### config.mk
export PLATFORM = sky130hd
export DESIGN_NAME = dssq_top
export DESIGN_NICKNAME = d
export VERILOG_FILES = /design/src/verilog/dssq_pkg.sv /design/src/verilog/dssq_clkdiv.sv /design/src/verilog/dssq_top.sv
export SDC_FILE = /design/constraint.sdc
export NUM_CORES = 1
export LEC_CHECK = 0
export ABC_AREA = 1
export BUFFER_PORTS_ARGS = -buffer_cell sky130_fd_sc_hd__clkbuf_2
export CAP_MARGIN = 5
export CORE_UTILIZATION = 51
export DETAILED_ROUTE_END_ITERATION = 7
export GPL_ROUTABILITY_DRIVEN = 0
export GPL_TIMING_DRIVEN = 0
export PLACE_DENSITY = 0.86
export SETUP_SLACK_MARGIN = 0.02
export SLEW_MARGIN = 5
export SYNTH_ARGS = -nofsm -noshare
export SYNTH_HDL_FRONTEND = slang
export SYNTH_SLANG_ARGS = --single-unit
export TNS_END_PERCENT = 20
### constraint.sdc
create_clock -name clk -period 1.6 [get_ports clk]
set_input_delay 0.08 -clock clk [delete_from_list [all_inputs] [get_ports clk]]
set_output_delay 0.08 -clock clk [all_outputs]
set_load 0.02 [all_outputs]
### src/verilog/dssq_pkg.sv
// constants and carrier types of the dual-slope conversion sequencer
// assumes one 10 MHz clock, synchronous active-high reset, synchronous pins
package dssq_pkg;
    localparam int CYCLE_LEN = 8192;
    localparam int INT_LEN = 2048;
    localparam int FULL_SCALE = 4096;
    localparam int HOLD_EARLY = 7;
    localparam int XTAL_DIV = 58;
    localparam int CNT_W = 12;
    localparam int POS_W = 13;
    localparam logic [POS_W-1:0] POS_LAST = POS_W'(CYCLE_LEN - 1);
    localparam logic [POS_W-1:0] POS_INT_END = POS_W'(INT_LEN - 1);
    localparam logic [POS_W-1:0] POS_HOLD = POS_W'(CYCLE_LEN - HOLD_EARLY);
    localparam logic [CNT_W-1:0] CNT_FULL = CNT_W'(FULL_SCALE - 1);
    localparam logic [CNT_W-1:0] CNT_RESET = 12'h000;

    // analog switch controls
    typedef struct packed {
        logic short_inputs;
        logic charge_ref;
        logic az_loop;
        logic connect_inputs;
        logic tie_low_common;
        logic ref_connect;
        logic ref_negative;
    } dssq_sw_t;

    localparam dssq_sw_t SW_RESET = 7'h70;

    typedef struct packed {
        logic sign;
        logic over;
        logic [CNT_W-1:0] mag;
    } dssq_result_t;

    localparam dssq_result_t RESULT_RESET = 14'h0000;
endpackage : dssq_pkg

### src/verilog/dssq_clkdiv.sv
// converter clock enable from the oscillator clock
// assumes the select input is static or changes only between conversions
`timescale 1ns/1ps
module dssq_clkdiv
    import dssq_pkg::*;
#(
    parameter int DIV = XTAL_DIV
) (
    input wire logic clk,
    input wire logic rst,
    input wire logic rc_mode,
    output logic tick
);
    logic [6:0] div_cnt;
    wire div_wrap = (div_cnt == 7'(DIV - 1));

    always_ff @(posedge clk) begin
        if (rst || rc_mode || div_wrap) begin
            div_cnt <= 7'h00;
        end else begin
            div_cnt <= div_cnt + 7'h01;
        end
    end

    // rc mode: every oscillator edge is a converter clock, same phase
    // crystal mode: one enable pulse per DIV oscillator clocks
    always_ff @(posedge clk) begin
        if (rst) begin
            tick <= 1'b0;
        end else begin
            tick <= rc_mode | div_wrap;
        end
    end
endmodule : dssq_clkdiv

### src/verilog/dssq_top.sv
// dual-slope conversion sequencer: phase timing, switch controls, result output
// assumes comparator and sign inputs are synchronous to clk; strobes are 3-signal pins
`timescale 1ns/1ps
module dssq_top
    import dssq_pkg::*;
#(
    parameter int DIV = XTAL_DIV
) (
    input wire logic clk,
    input wire logic rst,
    input wire logic osc_rc_select,
    input wire logic run,
    input wire logic mode,
    input wire logic test_n,
    input wire logic integ_positive,
    input wire logic zero_cross,
    input wire logic far_accept,
    input wire logic load_n_pin,
    input wire logic upper_byte_enable_n_pin,
    input wire logic lower_byte_enable_n_pin,
    output logic load_n_drv,
    output logic load_n_oe,
    output logic upper_byte_enable_n_drv,
    output logic upper_byte_enable_n_oe,
    output logic lower_byte_enable_n_drv,
    output logic lower_byte_enable_n_oe,
    output dssq_sw_t sw,
    output logic status,
    output logic [CNT_W-1:0] result_bits,
    output logic sign_output,
    output logic over_limit,
    output logic low_byte_oe,
    output logic high_byte_oe
);
    typedef enum logic [1:0] {ST_ZERO, ST_INT, ST_DEINT} dssq_phase_t;
    typedef enum logic [2:0] {HS_IDLE, HS_WAIT_HI, HS_HI, HS_WAIT_LO, HS_LO} dssq_hs_t;

    logic tick;
    dssq_phase_t state;
    dssq_phase_t next_state;
    dssq_hs_t hs;
    dssq_hs_t next_hs;
    logic [POS_W-1:0] pos;
    logic [POS_W-1:0] next_pos;
    logic [CNT_W-1:0] de_cnt;
    logic held_sign;
    logic mode_q;
    dssq_result_t res;

    dssq_clkdiv #(
        .DIV(DIV)
    ) u_div (
        .clk(clk),
        .rst(rst),
        .rc_mode(osc_rc_select),
        .tick(tick)
    );

    // phase decoding
    wire int_end = (state == ST_INT) && tick && (pos == POS_INT_END);
    wire de_cross = (state == ST_DEINT) && tick && zero_cross;
    wire de_full = (state == ST_DEINT) && tick && !zero_cross && (de_cnt == CNT_FULL);
    wire de_end = de_cross || de_full;
    wire at_hold = (state == ST_ZERO) && (pos == POS_HOLD) && !run;
    wire cycle_wrap = (state == ST_ZERO) && tick && (pos == POS_LAST);
    // position stops at the hold point while run is low; a cycle under way
    // always completes since hold is only looked at in zeroing
    wire pos_adv = tick && !at_hold;

    always_comb begin
        next_state = state;
        next_pos = pos;
        if (pos_adv) begin
            next_pos = (pos == POS_LAST) ? '0 : pos + POS_W'(1);
        end
        case (state)
            ST_ZERO: begin
                if (cycle_wrap) begin
                    next_state = ST_INT;
                end
            end
            ST_INT: begin
                if (int_end) begin
                    next_state = ST_DEINT;
                end
            end
            ST_DEINT: begin
                // zeroing takes whatever is left of the cycle
                if (de_end) begin
                    next_state = ST_ZERO;
                end
            end
            default: begin
                next_state = ST_ZERO;
            end
        endcase
    end

    always_ff @(posedge clk) begin
        if (rst) begin
            state <= ST_ZERO;
            pos <= POS_HOLD;
        end else begin
            state <= next_state;
            pos <= next_pos;
        end
    end

    // reference-integrate counter
    always_ff @(posedge clk) begin
        if (rst || int_end) begin
            de_cnt <= CNT_RESET;
        end else if ((state == ST_DEINT) && tick && !de_end) begin
            de_cnt <= de_cnt + CNT_W'(1);
        end
    end

    always_ff @(posedge clk) begin
        if (rst) begin
            held_sign <= 1'b0;
        end else if (int_end) begin
            held_sign <= integ_positive;
        end
    end

    // result latch: crossing gives magnitude, full count gives over-limit
    always_ff @(posedge clk) begin
        if (rst) begin
            res <= RESULT_RESET;
        end else if (de_end) begin
            res.mag <= de_cnt;
            res.sign <= held_sign;
            res.over <= de_full;
        end
    end

    // switch controls are registered from the next phase, so they change on the same clock as the phase
    wire is_zero = (next_state == ST_ZERO);
    wire is_int = (next_state == ST_INT);
    wire is_de = (next_state == ST_DEINT);
    dssq_sw_t next_sw;
    assign next_sw.short_inputs = is_zero;
    assign next_sw.charge_ref = is_zero;
    assign next_sw.az_loop = is_zero;
    assign next_sw.connect_inputs = is_int;
    assign next_sw.tie_low_common = is_de;
    assign next_sw.ref_connect = is_de;
    // a positive input is driven back with the reference reversed
    assign next_sw.ref_negative = is_de && (int_end ? integ_positive : held_sign);

    always_ff @(posedge clk) begin
        if (rst) begin
            sw <= SW_RESET;
            status <= 1'b0;
        end else begin
            sw <= next_sw;
            status <= !is_zero;
        end
    end

    // handshake, from idle only: a mode pulse starts at once, held mode starts at each latch
    wire mode_rise = mode && !mode_q;
    wire hs_start = (hs == HS_IDLE) && (mode_rise || (mode && de_end));

    always_comb begin
        next_hs = hs;
        case (hs)
            HS_IDLE: begin
                if (hs_start) begin
                    next_hs = HS_WAIT_HI;
                end
            end
            HS_WAIT_HI: begin
                if (tick && far_accept) begin
                    next_hs = HS_HI;
                end
            end
            HS_HI: begin
                if (tick) begin
                    next_hs = HS_WAIT_LO;
                end
            end
            HS_WAIT_LO: begin
                if (tick && far_accept) begin
                    next_hs = HS_LO;
                end
            end
            HS_LO: begin
                if (tick) begin
                    next_hs = HS_IDLE;
                end
            end
            default: begin
                next_hs = HS_IDLE;
            end
        endcase
    end

    always_ff @(posedge clk) begin
        if (rst) begin
            hs <= HS_IDLE;
            mode_q <= 1'b0;
        end else begin
            hs <= next_hs;
            mode_q <= mode;
        end
    end

    // strobe pins are outputs while mode is high or a handshake runs
    wire hs_own = mode || (next_hs != HS_IDLE);
    wire hs_hi_slot = (next_hs == HS_HI);
    wire hs_lo_slot = (next_hs == HS_LO);
    // direct mode: host strobes gate the byte drivers; one clock of latency
    wire dir_en = !hs_own && !load_n_pin;
    wire next_hi_oe = hs_own ? hs_hi_slot : (dir_en && !upper_byte_enable_n_pin);
    wire next_lo_oe = hs_own ? hs_lo_slot : (dir_en && !lower_byte_enable_n_pin);

    always_ff @(posedge clk) begin
        if (rst) begin
            load_n_oe <= 1'b0;
            upper_byte_enable_n_oe <= 1'b0;
            lower_byte_enable_n_oe <= 1'b0;
            load_n_drv <= 1'b1;
            upper_byte_enable_n_drv <= 1'b1;
            lower_byte_enable_n_drv <= 1'b1;
            high_byte_oe <= 1'b0;
            low_byte_oe <= 1'b0;
            result_bits <= CNT_RESET;
            sign_output <= 1'b0;
            over_limit <= 1'b0;
        end else begin
            load_n_oe <= hs_own;
            upper_byte_enable_n_oe <= hs_own;
            lower_byte_enable_n_oe <= hs_own;
            load_n_drv <= !(hs_hi_slot || hs_lo_slot);
            upper_byte_enable_n_drv <= !hs_hi_slot;
            lower_byte_enable_n_drv <= !hs_lo_slot;
            high_byte_oe <= next_hi_oe;
            low_byte_oe <= next_lo_oe;
            // test low forces every bit output high
            result_bits <= test_n ? res.mag : '1;
            sign_output <= test_n ? res.sign : 1'b1;
            over_limit <= test_n ? res.over : 1'b1;
        end
    end
endmodule : dssq_top
======== After elaboration in Yosys (flattened, before gate mapping) ========
Index checks and enable logic that the tools add are counted.
word-level totals
  logic and storage cells ................. 105
  flip-flop bits (word level) ............. 79
  output and inout bits ................... 30
operators by class
  reductions and logical operators ........ 44
  muxes and demuxes ....................... 17
  bitwise gates (word level) .............. 1
  equal/unequal tests ..................... 15
  $add $sub $neg .......................... 3
operators with widths
  operator                                                            number
  13-bit == test (second input constant)                              2
  1-bit logical AND                                                   20
  3-bit 2-to-1 mux                                                    5
  3-bit one-hot mux with 5 select lines                               1
  13-bit by 1-bit adder with 13-bit output (second input constant)    1
  13-bit by 11-bit == test with 1-bit output (second input constant)  1
  1-bit logical NOT                                                   13
  13-bit 2-to-1 mux                                                   1
  12-bit by 1-bit adder with 12-bit output (second input constant)    1
  12-bit == test (second input constant)                              1
  12-bit 2-to-1 mux                                                   1
  3-bit by 2-bit == test with 1-bit output (second input constant)    3
  7-bit by 1-bit adder with 7-bit output (second input constant)      1
  7-bit by 6-bit == test with 1-bit output (second input constant)    1
  1-bit logical OR                                                    7
  3-bit == test (second input constant)                               2
  2-bit 2-to-1 mux                                                    3
  2-bit one-hot mux with 3 select lines                               1
  1-bit 2-to-1 mux                                                    5
  2-bit by 1-bit == test with 1-bit output (second input constant)    2
  2-bit == test (second input constant)                               2
  2-bit logical NOT                                                   2
  3-bit by 1-bit == test with 1-bit output (second input constant)    1
  3-bit logical NOT                                                   1
  2 further kinds                                                     2

======== Depth between registers and ports, before layout ========
  word-level depth ........................ 16
  mapped depth ............................ 12
  depth with buffers taken out ............ 12

======== Cells and area by module ========
From an unflattened synthesis, not the netlist that was laid out.
second synthesis, totals
  cell total of the unflattened synthesis .. 439
  area total of the unflattened synthesis .. 3,389.5 µm²
by module, submodules not included
  module       cells each  seq. area each (µm²)  times used  area each (µm²)
  dssq_top     392         1,421.4               1           3,017.9
  dssq_clkdiv  47          160.2                 1           371.6

======== Worst setup path after synthesis ========
No wires, ideal clock.
  path kind ............................... register -> register
  from .................................... register de_cnt[0]
  to ...................................... register de_cnt[10]
  arrival ................................. 1.443 ns
  required time ........................... 1.479 ns
  setup time .............................. 0.121 ns
  path slack .............................. 0.036 ns
  stages on the path, launching flop included .. 12
  buffers on the path ..................... 1
  path through ............................ dfxtp_1 -> ha_1 -> nand3_2 -> nor3_4 -> nand2_2 -> nand2_4 -> inv_4 -> nand3_4 -> inv_2 -> buf_4 -> nand2_1 -> a21oi_1
on the way
  longest elaborated chain between the ends .. 5
  elaborated cells between the ends (all ways) .. 6
ends and longest elaborated chain
  what                                                                                              RTL line         RTL
  from (decl)                                                                                       dssq_top.sv:45   logic [CNT_W-1:0] de_cnt;
  from (signal assigned)                                                                            dssq_top.sv:114  de_cnt <= de_cnt + CNT_W'(1);
  parallel branches: the longest is 5 deep, another holds 12-bit by 1-bit adder with 12-bit output  -
Parallel ways; which one is timed is not known.
A chain may end at the register's enable or synchronous reset.

======== Worst setup path in the final report ========
  from .................................... register pos[0]
  to ...................................... register pos[1]
on the way
  longest elaborated chain between the ends .. 5
  elaborated cells between the ends (all ways) .. 8
ends and longest elaborated chain
  what                                                                                              RTL line         RTL
  from (decl)                                                                                       dssq_top.sv:43   logic [POS_W-1:0] pos;
  from (signal assigned)                                                                            dssq_top.sv:105  pos <= next_pos;
  parallel branches: the longest is 5 deep, another holds 13-bit by 1-bit adder with 13-bit output  -
Parallel ways; which one is timed is not known.

==> metrics.cfg <==
[clock_tree]
clkTransAtPathRegs_ns=0.08
root_buffer=clkbuf_8
cts_buffer_depth=2
cts_tree=yes
clk_latency_ns=0.36
cts.sinks=79
cts.htree.levels=3
cts_buffers=9

[routing]
viasPerCell=5.45
drt-pass1-iter-count=5
drc_errors=0
antenna_left=0
wirelength_mm=8.77
num_vias=3222
drt-initial-drc-count=215
wire_per_inst_um=14.8

[floorplan]
core_um2=6310
num_rows=29
dieArea_um2=6870
die_h_um=82.9
start_util=0.528
dieWidth_um=82.9
ioPinCount=42

[synth]
synth_top_family_by_area=simple AND/OR/NAND/NOR gates
syn-cell-area_um2=3330
synthMuxAreaShare=0
synth-adder-area-share=0.0188
yosysSeqAreaShare=0.474
synth_simple_gate_area_frac=0.236
synth_compound_area_frac=0.134
synth_seq_cells=79
synth_area_per_cell_um2=7.72
synthXorXnorAreaFrac=0.0394
synth_nets=449
synth.distinct_cells=35
ys_warn_count=0
syn_inst=432

[timing]
fin_skew_ns=0.0117
report.final.slew_viol_count=0
fin_crit_ns=1.67
tightest_slew_ns=0.571
layout_worst_path_cycle_share=1.05
whs_ns=0.00808
grt_setup_unrepaired=yes
tns_ns=-0.319
hold_viol_final=0
fin_ws_ns=-0.0735
relSlewSlack=0.619
setup_viol=13
max_freq_ghz=0.598

[worst_setup_path]
reg2reg_depth=8
worst_ep_required_time_ns=1.83
rr_startpoint=pos[0]
crit_type=register to register
crit_arrival_ns=1.90
rrSetupSlack_ns=-0.07
r2r-end=pos[1]
crit_path_start_kind=register
crit_path_end_kind=register
critPathMaxFanout=4

[place]
hpwl_mm=4.95
dpl-instance-area_um2=3640
dpl_worst_slack_ns=-0.235
io_buffers=41
dp.cells=550

[global_route]
grt_pass1_wl_mm=13.3
globalRouteOverflowTotal=0
grt_use_total=0.240
grt_antenna_before_repair=0
grt_max_degree=14
grt_pass1_vias=2912

[power_and_ir_drop]
power_density_nw_per_um2=902
ir_worst_vdd_v=0.000597
p_leak_nw=1.90

[job]
drv_cap=0

[finish]
n_antenna_cell=0
nNetsFinal=527
layout-drive-gt1-share=0.300
fin_area_um2=4310
syn_to_final_growth_pct=29.3
fin_cells=591

[worst_hold_path]
hold-path-endpoint=mode_q
holdCritPathClass=primary input to register
timing.hold.worst_path_depth=3
hp-start=mode

[outcome]
outcome=finished, violations left
violations=setup timing

-- Yosys cell counts, drive strengths merged --
| master | instances | share of area |
|---|---|---|
| nand2 | 78 | 0.091 |
| xnor2 | 2 | 0.0053 |
| or2 | 2 | 0.0038 |
| clkbuf | 6 | 0.0068 |
| nor3 | 13 | 0.024 |
| clkinv | 1 | 0.0011 |
| dfxtp | 79 | 0.47 |
| buf | 11 | 0.024 |
| nor4 | 2 | 0.0038 |
| a21boi | 1 | 0.0023 |
| ha | 5 | 0.019 |
| nand3 | 25 | 0.043 |
| nor2 | 45 | 0.051 |
| nor3b | 1 | 0.0023 |
| o211ai | 7 | 0.016 |
| nand3b | 1 | 0.0023 |
| nand4 | 8 | 0.015 |
| xor2 | 13 | 0.034 |
| o21bai | 2 | 0.0045 |
| inv | 58 | 0.066 |
| a21oi | 48 | 0.072 |
| o21ai | 22 | 0.033 |
| o31ai | 1 | 0.0023 |
| a31oi | 1 | 0.0038 |
-- sequential cells by signal, indices dropped and copies added (netlist names), 2 cells and up --
register,flops
res,14
pos,13
de_cnt,12
result_bits,12
u_div.div_cnt,7
sw,4
hs,3
state,2
-- worst max-delay path by stage --
| stage | start | end |
|---|---|---|
| 2_1_floorplan | de_cnt[0] | de_cnt[10] |
| 3_3_place_gp | pos[0] | pos[5] |
| 3_5_place_dp | de_cnt[0] | de_cnt[5] |
| 4_1_cts | de_cnt[0] | de_cnt[1] |
| 5_1_grt | pos[0] | pos[1] |
| 6_report | pos[0] | pos[1] |
-- logic make-up after synthesis --
logic type,count (synthesis)
adders and majority gates,5
and+or+nand+nor,175
DFF,79
AOI/OAI and AO/OA,82
xor gates and xnor gates,15
buffers and inverters,76
-- area by class of cell --
cell class                 instances  area (um^2)
inverter                          59          248
multi-input combinational        277         1630
buffer                            17          120
fill                             437         2000
clock inverter                     6         62.6
timing repair buffer              67          429
sequential                        79         1610
tap                               77         96.3
clock buffer                       9          124
-- worst max-delay path, stage by stage (launching register included) --
cell	delay, ns
dfxtp_4	0.39
ha_4	0.15
nand2_1	0.09
nor2_4	0.14
inv_1	0.12
nor3_1	0.35
nor3_1	0.12
a21oi_1	0.13
nor2_1	0.04
-- layer usage --
| metal | GRT usage | vias to the layer above | part of all wire |
|---|---|---|---|
| li1 | - | 1548 | - |
| met2 | 0.411 | 144 | 0.50 |
| met1 | 0.288 | 1496 | 0.41 |
| met5 | 0 | - | 0 |
| met4 | 0.0956 | 0 | 0.033 |
| met3 | 0.0567 | 34 | 0.049 |
-- timing repair --
action,4_1_cts,5_1_grt
gates resized for setup,38,58
hold endpoints to repair,6,0
endpoints found under the setup margin,48,52
hold buffers,4,0
setup buffers,12,8
pin swaps,9,19
cloned,2,0
-- where the power goes --
group	leakage, nW	switching (mW)	internal, mW
clock network	0.0871	0.740	0.705
logic	1.16	0.246	0.146
registers	0.648	0.0410	2.01
-- per-stage QoR --
step                       util  power (mW)
final                     0.683        3.89
after global routing      0.683        4.04
after CTS                 0.646        3.81
after detailed placement  0.576        2.40
after global placement    0.576        2.40
after floorplan               -        2.31
-- cells in the final DEF (no fill, tap or decap), types with 3 or more instances in the layout --
master / instances
nand3_1: 19
xor2_1: 13
nor3_4: 3
dlygate4sd3_1: 4
o211ai_1: 7
clkinvlp_4: 3
nor3_1: 9
nor2_2: 6
a21oi_2: 4
nand2_2: 14
inv_1: 52
inv_2: 3
nand2_1: 59
clkbuf_1: 6
nand3_4: 3
clkbuf_8: 9
buf_6: 7
dfxtp_1: 68
ha_4: 3
buf_4: 25
nor2_1: 37
o21ai_0: 15
clkbuf_2: 41
a21oi_1: 44
o21ai_1: 7
nand2_4: 5
dfxtp_4: 4
nand4_1: 8
nand3_2: 3
dfxtp_2: 7
Power figures use the tool's default switching activity.
